[src/design/sfw_regs.vh]
// constants for the serial flash erase and wrap control block
`ifndef SFW_REGS_VH
`define SFW_REGS_VH

// opcodes
`define SFW_OP_WRITE_ENABLE_CMD   8'h06
`define SFW_OP_RDSR   8'h05
`define SFW_OP_QREAD  8'heb
`define SFW_OP_WRAP   8'h77
`define SFW_OP_PAGE   8'h81
`define SFW_OP_SECT   8'h20
`define SFW_OP_HBLK   8'h52
`define SFW_OP_BLK    8'hd8
`define SFW_OP_CHIP1  8'h60
`define SFW_OP_CHIP2  8'hc7
`define SFW_OP_CRST   8'hff

// exact frame lengths in serial clocks
`define SFW_LEN_OP    6'h08
`define SFW_LEN_ADR   6'h20
`define SFW_LEN_WRAP  6'h28

// continuation code that keeps the shortcut
`define SFW_CONT_KEEP 2'b10

// status byte bit positions
`define SFW_ST_BUSY   0
`define SFW_ST_WEL    1

// erase kinds
`define SFW_K_PAGE    3'h1
`define SFW_K_SECT    3'h2
`define SFW_K_HBLK    3'h3
`define SFW_K_BLK     3'h4
`define SFW_K_CHIP    3'h5

// reset value of the wrap setting (wrap off)
`define SFW_WRAP_RST  3'h1

// clock rate and erase times in microseconds
`define SFW_CLK_MHZ   100
`define SFW_PE_US     10000
`define SFW_SE_US     50000
`define SFW_HB_US     150000
`define SFW_BE_US     250000
`define SFW_CE_US     5000000

`endif

[src/design/sfw_ctrl.v]
// serial flash command control for erase, wrap and quad read shortcut
// What this block does
// - continuation 10 keeps opcode-free quad reads
// - other continuation values leave shortcut mode
// - continuation reset command clears shortcut mode
// - wrap command: opcode, 24 dummy, wrap byte
// - wrapped reads stay in aligned section
// - wrap bit4 off, bits6:5 pick length
// - page erase 81h sets page ones
// - erase runs only with write latch set
// - sector erase picks sector from A12 up
// - chip select off byte boundary rejects erase
// - erase frame: opcode, three address bytes
// - busy during erase, then latch cleared
// - status reads allowed during erase
// - protected sector or block not erased
// - opcode 52 erases 32K block
// - protected 32K block still clears latch
// - opcode D8 erases 64K block
// - chip erase 60 or C7, no address
// - chip erase only with nothing protected
// - quad read: address, mode, 4 dummies, data
// - quad read rejected while busy
`timescale 1ns/10ps
`include "sfw_regs.vh"

module sfw_ctrl #(
   parameter BLK_W = 5, // log2 of 64K blocks
   parameter [31:0] PE_CYC = `SFW_PE_US * `SFW_CLK_MHZ,
   parameter [31:0] SE_CYC = `SFW_SE_US * `SFW_CLK_MHZ,
   parameter [31:0] HB_CYC = `SFW_HB_US * `SFW_CLK_MHZ,
   parameter [31:0] BE_CYC = `SFW_BE_US * `SFW_CLK_MHZ,
   parameter [31:0] CE_CYC = `SFW_CE_US * `SFW_CLK_MHZ
) (
   input  wire        ref_clk,              // system clock
   input  wire        rst,                  // async reset
   input  wire        cs_n_pin,             // chip select pin
   input  wire        sclk_pin,             // serial clock pin
   input  wire [3:0]  io_in,                // io lanes in
   output reg  [3:0]  io_out_q,             // io lanes out
   output reg  [3:0]  io_oe_q,              // io lane enables
   input  wire        quad_lane_enable,     // quad lanes allowed
   input  wire [4:0]  protect_bits,         // protection code
   input  wire [7:0]  rd_data,              // array read byte
   output reg  [23:0] rd_addr_q,            // array read address
   output reg         busy_flag_q,          // erase running
   output reg         write_latch_flag_q,   // write latch
   output reg         cont_mode_q,          // shortcut active
   output reg  [2:0]  wrap_setting_bits_q,  // wrap bits 6:4
   output reg         erase_go_q,           // erase start pulse
   output reg  [2:0]  erase_kind_q,         // erase kind
   output reg  [23:0] erase_addr_q          // aligned erase base
);

   // one-hot frame states
   localparam [8:0] ST_IDLE = 9'h001;
   localparam [8:0] ST_CMD  = 9'h002;
   localparam [8:0] ST_ADDR = 9'h004;
   localparam [8:0] ST_QADR = 9'h008;
   localparam [8:0] ST_QMOD = 9'h010;
   localparam [8:0] ST_QDUM = 9'h020;
   localparam [8:0] ST_QDAT = 9'h040;
   localparam [8:0] ST_STAT = 9'h080;
   localparam [8:0] ST_SKIP = 9'h100;

   // pin synchronisers, first stage read only by second
   reg        cs_m_q;     // cs first stage
   reg        cs_s_q;     // cs synced
   reg        cs_d_q;     // cs delayed
   reg        sck_m_q;    // sclk first stage
   reg        sck_s_q;    // sclk synced
   reg        sck_d_q;    // sclk delayed
   reg  [3:0] io_m_q;     // io first stage
   reg  [3:0] io_s_q;     // io synced

   // frame state
   reg  [8:0]  st_q;      // frame state
   reg  [7:0]  op_q;      // latched opcode
   reg  [31:0] sh_q;      // input shifter
   reg  [5:0]  tot_q;     // clocks in frame
   reg  [3:0]  cnt_q;     // phase counter
   reg         nib_q;     // low nibble next
   reg  [31:0] tmr_q;     // erase timer

   // edge events
   wire cs_fall  = cs_d_q & ~cs_s_q;   // frame begins
   wire cs_rise  = ~cs_d_q & cs_s_q;   // frame ends
   wire sck_rise = sck_s_q & ~sck_d_q; // sample edge
   wire sck_fall = ~sck_s_q & sck_d_q; // drive edge

   // byte just completed on lane zero
   wire [7:0] op_nx = {sh_q[6:0], io_s_q[0]};

   // status byte seen by status reads
   wire [7:0] sbyte = {6'h00, write_latch_flag_q, busy_flag_q};

   // protection decode over the erase address
   wire [23:0]      ea   = sh_q[23:0];
   wire [BLK_W-1:0] blk  = ea[16+BLK_W-1:16];
   wire [2:0]       pn   = protect_bits[2:0];
   wire [BLK_W-1:0] ptgt = protect_bits[3] ? blk : ~blk;
   wire [2:0]       pshf = pn - 3'h1;
   wire             pnone = (pn == 3'h0);
   wire             phit = !pnone && ((ptgt >> pshf) == 0);

   // wrap section mask for reads
   wire [1:0] wl = wrap_setting_bits_q[2:1];
   wire [7:0] wmask = {2'b00, &wl, wl[1], |wl, 3'b111};
   wire [23:0] rd_inc = rd_addr_q + 24'h000001;

   // erase decode by opcode
   reg        is_er;   // opcode is an erase
   reg [2:0]  er_kind; // kind code
   reg [31:0] er_cyc;  // cycle count
   reg [23:0] er_msk;  // alignment mask
   reg [5:0]  er_len;  // exact frame length
   always @* begin
      is_er   = 1'b1;
      er_kind = `SFW_K_CHIP;
      er_cyc  = CE_CYC;
      er_msk  = 24'h000000;
      er_len  = `SFW_LEN_ADR;
      case (op_q)
         `SFW_OP_PAGE: begin // page from A23..A8
            er_kind = `SFW_K_PAGE;
            er_cyc  = PE_CYC;
            er_msk  = 24'hffff00;
         end
         `SFW_OP_SECT: begin // sector from A12 up
            er_kind = `SFW_K_SECT;
            er_cyc  = SE_CYC;
            er_msk  = 24'hfff000;
         end
         `SFW_OP_HBLK: begin // 32K block
            er_kind = `SFW_K_HBLK;
            er_cyc  = HB_CYC;
            er_msk  = 24'hff8000;
         end
         `SFW_OP_BLK: begin // 64K block
            er_kind = `SFW_K_BLK;
            er_cyc  = BE_CYC;
            er_msk  = 24'hff0000;
         end
         `SFW_OP_CHIP1, `SFW_OP_CHIP2: begin // no address
            er_len = `SFW_LEN_OP;
         end
         default: begin // not an erase
            is_er = 1'b0;
         end
      endcase
   end

   // two-stage synchronisers and edge delay
   always @(posedge ref_clk or posedge rst) begin
      if (rst) begin
         {cs_d_q, cs_s_q, cs_m_q}    <= 3'h7; // idle high
         {sck_d_q, sck_s_q, sck_m_q} <= 3'h0; // idle low
         {io_s_q, io_m_q}            <= 8'h00;
      end else begin
         {cs_d_q, cs_s_q, cs_m_q}    <= {cs_s_q, cs_m_q, cs_n_pin};
         {sck_d_q, sck_s_q, sck_m_q} <= {sck_s_q, sck_m_q, sclk_pin};
         {io_s_q, io_m_q}            <= {io_m_q, io_in};
      end
   end

   // command sequencer, erase timer and output drive
   always @(posedge ref_clk or posedge rst) begin
      if (rst) begin
         st_q                <= ST_IDLE;
         op_q                <= 8'h00;
         sh_q                <= 32'h00000000;
         tot_q               <= 6'h00;
         cnt_q               <= 4'h0;
         nib_q               <= 1'b0;
         tmr_q               <= 32'h00000000;
         io_out_q            <= 4'h0;
         io_oe_q             <= 4'h0;
         rd_addr_q           <= 24'h000000;
         busy_flag_q         <= 1'b0;
         write_latch_flag_q  <= 1'b0;
         cont_mode_q         <= 1'b0;
         wrap_setting_bits_q <= `SFW_WRAP_RST;
         erase_go_q          <= 1'b0;
         erase_kind_q        <= 3'h0;
         erase_addr_q        <= 24'h000000;
      end else begin
         erase_go_q <= 1'b0;
         // self-timed cycle ends: busy low, latch cleared
         if (busy_flag_q) begin
            if (tmr_q == 32'h00000000) begin
               busy_flag_q        <= 1'b0;
               write_latch_flag_q <= 1'b0;
            end else begin
               tmr_q <= tmr_q - 32'h00000001;
            end
         end
         if (cs_fall) begin
            // new frame: shortcut skips the opcode
            tot_q   <= 6'h00;
            cnt_q   <= 4'h0;
            nib_q   <= 1'b0;
            op_q    <= 8'h00;
            io_oe_q <= 4'h0;
            if (cont_mode_q && !busy_flag_q) begin
               st_q <= ST_QADR;
            end else if (cont_mode_q) begin
               st_q <= ST_SKIP;
            end else begin
               st_q <= ST_CMD;
            end
         end else if (cs_rise) begin
            // frame end: commands take effect here
            st_q    <= ST_IDLE;
            io_oe_q <= 4'h0;
            if ((st_q == ST_QADR) || (st_q == ST_QMOD) ||
                (op_q == `SFW_OP_CRST)) begin
               // reset command or cut shortcut frame
               cont_mode_q <= 1'b0;
            end
            if (op_q == `SFW_OP_WRITE_ENABLE_CMD && tot_q == `SFW_LEN_OP &&
                !busy_flag_q) begin
               write_latch_flag_q <= 1'b1;
            end
            if (op_q == `SFW_OP_WRAP && tot_q == `SFW_LEN_WRAP &&
                !busy_flag_q) begin
               wrap_setting_bits_q <= sh_q[6:4];
            end
            // erase needs exact length and latch, else dropped
            if (is_er && tot_q == er_len && !busy_flag_q &&
                write_latch_flag_q) begin
               if (er_kind == `SFW_K_CHIP ? pnone : !phit) begin
                  // start self-timed cycle
                  busy_flag_q  <= 1'b1;
                  tmr_q        <= er_cyc;
                  erase_go_q   <= 1'b1;
                  erase_kind_q <= er_kind;
                  erase_addr_q <= ea & er_msk;
               end else if (er_kind == `SFW_K_HBLK) begin
                  write_latch_flag_q <= 1'b0;
               end
            end
         end else if (!cs_s_q && sck_rise) begin
            // count every clock, saturating
            if (tot_q != 6'h3f) begin
               tot_q <= tot_q + 6'h01;
            end
            case (st_q)
               ST_CMD: begin // opcode on lane zero
                  sh_q  <= {sh_q[30:0], io_s_q[0]};
                  cnt_q <= cnt_q + 4'h1;
                  if (cnt_q == 4'h7) begin
                     op_q  <= op_nx;
                     cnt_q <= 4'h0;
                     if (op_nx == `SFW_OP_RDSR) begin
                        st_q <= ST_STAT;
                     end else if (busy_flag_q) begin
                        st_q <= ST_SKIP;
                     end else if (op_nx == `SFW_OP_QREAD) begin
                        // quad read only with lanes enabled
                        st_q <= quad_lane_enable ? ST_QADR : ST_SKIP;
                     end else if (op_nx == `SFW_OP_PAGE ||
                                  op_nx == `SFW_OP_SECT ||
                                  op_nx == `SFW_OP_HBLK ||
                                  op_nx == `SFW_OP_BLK  ||
                                  op_nx == `SFW_OP_WRAP) begin
                        st_q <= ST_ADDR;
                     end else begin
                        st_q <= ST_SKIP;
                     end
                  end
               end
               ST_ADDR: begin // address or dummies on lane zero
                  sh_q <= {sh_q[30:0], io_s_q[0]};
               end
               ST_QADR: begin // six address nibbles
                  sh_q  <= {sh_q[27:0], io_s_q};
                  cnt_q <= cnt_q + 4'h1;
                  if (cnt_q == 4'h5) begin
                     rd_addr_q <= {sh_q[19:0], io_s_q};
                     cnt_q     <= 4'h0;
                     st_q      <= ST_QMOD;
                  end
               end
               ST_QMOD: begin // continuation byte
                  sh_q  <= {sh_q[27:0], io_s_q};
                  cnt_q <= cnt_q + 4'h1;
                  if (cnt_q == 4'h1) begin
                     // bits 5:4 sit in the high nibble
                     cont_mode_q <= (sh_q[1:0] == `SFW_CONT_KEEP);
                     cnt_q       <= 4'h0;
                     st_q        <= ST_QDUM;
                  end
               end
               ST_QDUM: begin // four dummy clocks
                  cnt_q <= cnt_q + 4'h1;
                  if (cnt_q == 4'h3) begin
                     st_q <= ST_QDAT;
                  end
               end
               default: begin // data out or ignored frame
                  st_q <= st_q;
               end
            endcase
         end else if (!cs_s_q && sck_fall) begin
            case (st_q)
               ST_STAT: begin // status byte, msb first, repeats
                  io_oe_q  <= 4'h2;
                  io_out_q <= {2'b00, sbyte[~cnt_q[2:0]], 1'b0};
                  cnt_q    <= cnt_q + 4'h1;
               end
               ST_QDAT: begin // high nibble then low nibble
                  io_oe_q  <= 4'hf;
                  io_out_q <= nib_q ? rd_data[3:0] : rd_data[7:4];
                  nib_q    <= ~nib_q;
                  if (nib_q) begin
                     if (!wrap_setting_bits_q[0]) begin
                        // stay inside the aligned section
                        rd_addr_q <= {rd_addr_q[23:8],
                                      (rd_addr_q[7:0] & ~wmask) |
                                      (rd_inc[7:0] & wmask)};
                     end else begin
                        rd_addr_q <= rd_inc;
                     end
                  end
               end
               default: begin // nothing to drive
                  io_oe_q <= 4'h0;
               end
            endcase
         end
      end
   end

endmodule // sfw_ctrl

[config.mk]
export PLATFORM = sky130hd
export DESIGN_NAME = sfw_ctrl
export DESIGN_NICKNAME = d
export VERILOG_FILES = /design/src/design/sfw_ctrl.v
export VERILOG_INCLUDE_DIRS = /design/src /design/src/design
export SDC_FILE = /design/constraint.sdc
export NUM_CORES = 1
export LEC_CHECK = 0
export CORE_ASPECT_RATIO = 1.75
export CORE_MARGIN = 3
export CORE_UTILIZATION = 30
export DETAILED_ROUTE_END_ITERATION = 10
export DONT_BUFFER_PORTS = 1
export PLACE_DENSITY_LB_ADDON = 0.05
export SETUP_SLACK_MARGIN = 0.2
export SKIP_CTS_REPAIR_TIMING = 1
export SLEW_MARGIN = 20
export SYNTH_ARGS = -nofsm -noshare
export SYNTH_HDL_FRONTEND = slang
export SYNTH_SLANG_ARGS = --single-unit
[constraint.sdc]
create_clock -name ref_clk -period 4.5 [get_ports ref_clk]
set_input_delay 0.45 -clock ref_clk [delete_from_list [all_inputs] [get_ports ref_clk]]
set_output_delay 0.45 -clock ref_clk [all_outputs]
set_load 0.05 [all_outputs]
Word-level counts from Yosys, hierarchy flattened
Index checks and enable logic that the tools add are counted.

Input bits: 22. Output and inout port bits: 66. Logic and storage cells: 251. Register bits after elaboration: 164.

Reductions and logical operators: 63. Add/sub/neg operators: 5. Magnitude comparators: 1. Shift-type cells: 1. Multiplexer cells: 91. Eq/ne operators: 45. Bitwise gates (word level): 19.

Operators with widths (number): $mux 32 (6); $mux 24 (7); $mux 9 (14); $pmux 29 s4 (1); $pmux 24 s4 (1); $logic_not 32->1 (2); $eq 8x8->1 const B (7); $mux 4 (13); $pmux 24 s2 (1); $eq 8x7->1 const B (5); $mux 8 (5); $pmux 9 s4 (1); $shr 5x3->32 (1); $sub 32x1->32 const B (1); $mux 1 (31); $mux 6 (5); $reduce_bool 2->1 (15); $add 24x1->24 const B (1); $and 24x24->24 (1); $reduce_and 4->1 (5); $eq 8x3->1 const B (2); $eq 8x6->1 const B (2); $pmux 4 s2 (2); $pmux 4 s4 (1); other kinds (52) (95).

Depth between registers and ports, before layout
Depth after elaboration: 14. Depth in mapped cells: 12. Mapped depth without buffers: 10.

Least setup slack after synthesis
OpenSTA, ideal clock, no wires.

Path kind: register to register. Start: reg st_q[6]. End: reg st_q[2]. Buffers on the path: 2. Cell stages (with the launch flop): 9. Arrival: 2540 ps. Setup slack: 1836 ps. Required time: 4375 ps. Period minus slack after synthesis: 2664 ps. Library setup time: 125 ps. Path through: dfrtp_1 -> or4_1 -> buf_2 -> a2111oi_4 -> nor4b_4 -> nor2b_1 -> o21ai_2 -> buf_4 -> mux2_2.

Cells in the longest elaborated chain, start to end: 5.

RTL lines: from (decl) (line sfw_ctrl.v:77) `reg [8:0] st_q;`; from (signal assigned) (line sfw_ctrl.v:260) `st_q <= quad_lane_enable ? ST_QADR : ST_SKIP;`; from (signal assigned) (line sfw_ctrl.v:301) `st_q <= st_q;`; $eq 9x6->1 (tied with other cells) (line sfw_ctrl.v:247) `case (st_q)`; $pmux 9 s4 (line sfw_ctrl.v:247); $mux 9 (line sfw_ctrl.v:242) `end else if (!cs_s_q && sck_rise) begin`; $mux 9 (line sfw_ctrl.v:211) `end else if (cs_rise) begin`; $mux 9 (line sfw_ctrl.v:197) `if (cs_fall) begin`.

Parallel ways exist; a longest one is shown, timed or not. The select of a mux whose other input is x is not followed. A chain may end at the register's enable or synchronous reset.

Worst setup path in the final report
Start: reg op_q[4]. End: reg erase_kind_q[0].

Cells in the longest elaborated chain, start to end: 8.

RTL lines: from (decl) (line sfw_ctrl.v:78) `reg [7:0] op_q;`; from (signal assigned) (line sfw_ctrl.v:252) `op_q <= op_nx;`; $eq 8x7->1 / $eq 8x8->1 (equally long branches) (line sfw_ctrl.v:123) `case (op_q)`; $reduce_or 2->1; $mux 6 (line sfw_ctrl.v:123); $eq 6x6->1 (line sfw_ctrl.v:229) `if (is_er && tot_q == er_len && !busy_flag_q &&`; $logic_and 1x1->1 (3 in a row) (line sfw_ctrl.v:229); $reduce_and 4->1 (no source line); to (signal assigned) (line sfw_ctrl.v:236) `erase_kind_q <= er_kind;`; to (decl) (line sfw_ctrl.v:51) `output reg [2:0] erase_kind_q,`.

Parallel ways exist; a longest one is shown, timed or not.

==> flow_metrics.env <==
export IMPL_status="finished, final reports clean"
export IMPL_die_w_um=133
export IMPL_cts_root_buf="clkbuf_16"
export IMPL_critPathLaunchType="register"
export IMPL_r2r_start="op_q[4]"
export IMPL_worstPathMaxFanout=19
export IMPL_seq_area_frac_synth_pct=45.8
export IMPL_clock_skew_ns=0.0109
export IMPL_antenna_found_initial=0
export IMPL_drt_vias_per_instance=5.25
export IMPL_finalHoldViolations=0
export IMPL_cts_tree="done"
export IMPL_multi_input_comb_area_um2=4190
export IMPL_drc_errors=0
export IMPL_place_congestion=0.795
export IMPL_start_util_pct=30.7
export IMPL_async_flop_share_pct=100
export IMPL_coreArea_um2=27400
export IMPL_rsz0062_at_grt="false"
export IMPL_ios=88
export IMPL_drive_above_1_share_pct=10.0
export IMPL_synthFlopType="dfrtp_1"
export IMPL_hp_class="in -> reg"
export IMPL_numClockSinks=154
export IMPL_vdd_ir_drop_max_uv=264
export IMPL_relSlewSlack_pct=28.3
export IMPL_yosys_warnings=0
export IMPL_rows=80
export IMPL_syn_area_per_cell_um2=9.15
export IMPL_die_h_um=228
export IMPL_grt_first_pass_wirelength_um=37900
export IMPL_netlist_area_um2=8420
export IMPL_required_ns=4.82
export IMPL_seq_area_um2=3860
export IMPL_vias=6741
export IMPL_max_clock_freq_mhz=285
export IMPL_grt_use_total_pct=16.0
export IMPL_worstSkewPairLatency_ns=0.44
export IMPL_ant_nets=0
export IMPL_worst_setup_path_end_kind="register"
export IMPL_powerDensity_nw_per_um2=357
export IMPL_cap_violations=0
export IMPL_drt_iter0_drc=320
export IMPL_hold_start="sclk_pin"
export IMPL_portBuffers=0
export IMPL_wl_per_cell_um=18.5
export IMPL_ys_ff_latch=154
export IMPL_drv_slew=0
export IMPL_cts_buffers=17
export IMPL_p_total_mw=3.33
export IMPL_fill_cells=2883
export IMPL_cellLeakagePower_nw=3.76
export IMPL_setup_violations=0
export IMPL_drtPass1Iterations=5
export IMPL_grt_max_degree=62
export IMPL_synth_cell_types=69
export IMPL_final_nets=936
export IMPL_drt_total_wl_um=23700
export IMPL_fin_util_pct=34.1
export IMPL_globalRoute_totalOverflow=0
export IMPL_dp_hpwl_um=17100
export IMPL_synth_edf_count=0
export IMPL_path_clk_slew_ns=0.07
export IMPL_cts_max_path_buffers=2
export IMPL_post_route_min_period_ns=3.51
export IMPL_worstMarginPinSlew_ns=1.07
export IMPL_criticalPathCategory="reg -> reg"
export IMPL_synth_cells=920
export IMPL_worstPathArrival_ns=3.83
export IMPL_htreeDepth=4
export IMPL_cp_startpoint="op_q[4]"
export IMPL_first_global_vias=6831
export IMPL_fin_setup_tns_ns=0
export IMPL_min_period_over_period_pct=78.1
export IMPL_die_area_um2=30200
export IMPL_area_delta_synth_final_pct=10.9
export IMPL_diodes=0
-- cell type report --
| cell class | count | area share [%] |
|---|---|---|
| Sequential cell | 154 | 41.3 |
| Tap cell | 369 | 4.94 |
| Inverter | 36 | 1.49 |
| Clock buffer | 18 | 4.70 |
| Timing Repair Buffer | 14 | 1.15 |
| Clock inverter | 14 | 1.57 |
| Multi-Input combinational cell | 680 | 44.8 |
-- flip-flops by register name, indices dropped and copies added, names as in the netlist, 2 cells and up, named ones only --
register,count
erase_kind_q,3
wrap_setting_bits_q,3
st_q,9
io_oe_q,2
io_out_q,4
cnt_q,4
io_s_q,4
erase_addr_q,16
op_q,8
tot_q,6
rd_addr_q,21
io_m_q,4
tmr_q,32
sh_q,24
-- critical path, cell delays in order, from the launching register on --
cell      delay (ns)
dfrtp_1         0.42
nor3_1          0.46
o211ai_1        0.31
and2_1          0.31
nor4_1          0.31
a221o_1         0.52
nand2_1         0.59
mux2_2          0.46
-- path summary, 6_finish.rpt --
check | end | slack, ns | cells after the start
setup reg to reg | erase_kind_q[0] | 0.99 | 7
hold / removal | sck_m_q | 0.03 | 0
hold reg to reg | io_s_q[2] | 0.35 | 0
setup / recovery | erase_kind_q[0] | 0.99 | 7
max in group asynchronous | cnt_q[2] | 3.28 | 3
min in group asynchronous | busy_flag_q | 0.06 | 2
-- stage by stage --
stage | hold WS, ns | instance area (um2) | setup slack [ns] | cells
after floorplan | 0.331 | 8450 | 1.84 | 927
after global placement | 0.333 | 8750 | 1.12 | 1252
after detailed placement | 0.335 | 8750 | 1.00 | 1252
after CTS | -0.0259 | 9330 | 0.979 | 1284
after global routing | 0.00564 | 9340 | 0.681 | 1285
final | 0.0342 | 9340 | 0.985 | 1285
-- logic make-up after synthesis --
group                      synth area share, %
and+or+nand+nor                           20.8
xor gates and xnor gates                  3.95
adders and majority gates                 1.63
muxes                                     6.03
DFF                                       45.8
other                                   0.0445
buffers and inverters                     4.86
AOI/OAI and AO/OA                         16.9
-- layer usage --
layer  vias up  global-route usage (%)  share of wire [%]
met2       117                    30.2                 55
met4         0                    5.64                2.0
li1       3265                       -                  -
met3        25                    3.70                3.3
met1      3334                    17.4                 40
met5         -                       0                  0
-- synth_stat cells (12+ instances only) --
master,instances,area [um2]
nand2_1,67,251
inv_1,36,135
nor4_1,23,144
dfrtp_1,149,3730
mux2i_1,35,350
mux2_2,13,146
nand3_1,28,140
nor3_1,33,165
clkbuf_1,35,131
nand4_1,18,113
o21ai_0,74,370
a31oi_1,12,75.1
a21bo_2,12,120
nor2_1,109,409
xnor2_1,21,184
xor2_1,17,149
a21oi_1,62,310
-- layout by cell type (no fill, tap or decap), types with 7 or more instances in the layout --
cell	Yosys	final
a21bo_2	12	12
a21oi_1	62	62
a22oi_1	11	11
a31oi_1	12	12
and2_1	7	7
buf_4	11	13
clkbuf_16	0	17
conb_1	1	8
dfrtp_1	149	149
ha_1	11	11
inv_1	36	35
mux2_2	13	13
mux2i_1	35	35
nand2_1	67	67
nand2b_1	7	7
nand3_1	28	28
nand4_1	18	18
nor2_1	109	109
nor2b_1	8	8
nor3_1	33	32
nor4_1	23	23
o21ai_0	74	74
o41ai_1	9	9
or2_2	7	7
or3_1	8	8
xnor2_1	21	21
xor2_1	17	17
-- power by group --
group	internal, mW	switching (mW)	leakage [nW]
Sequential	1.45	0.114	1.91
Clock	0.832	0.626	0.282
Combinational	0.106	0.205	1.56
Note: power is estimated with default switching activity, not from simulation.
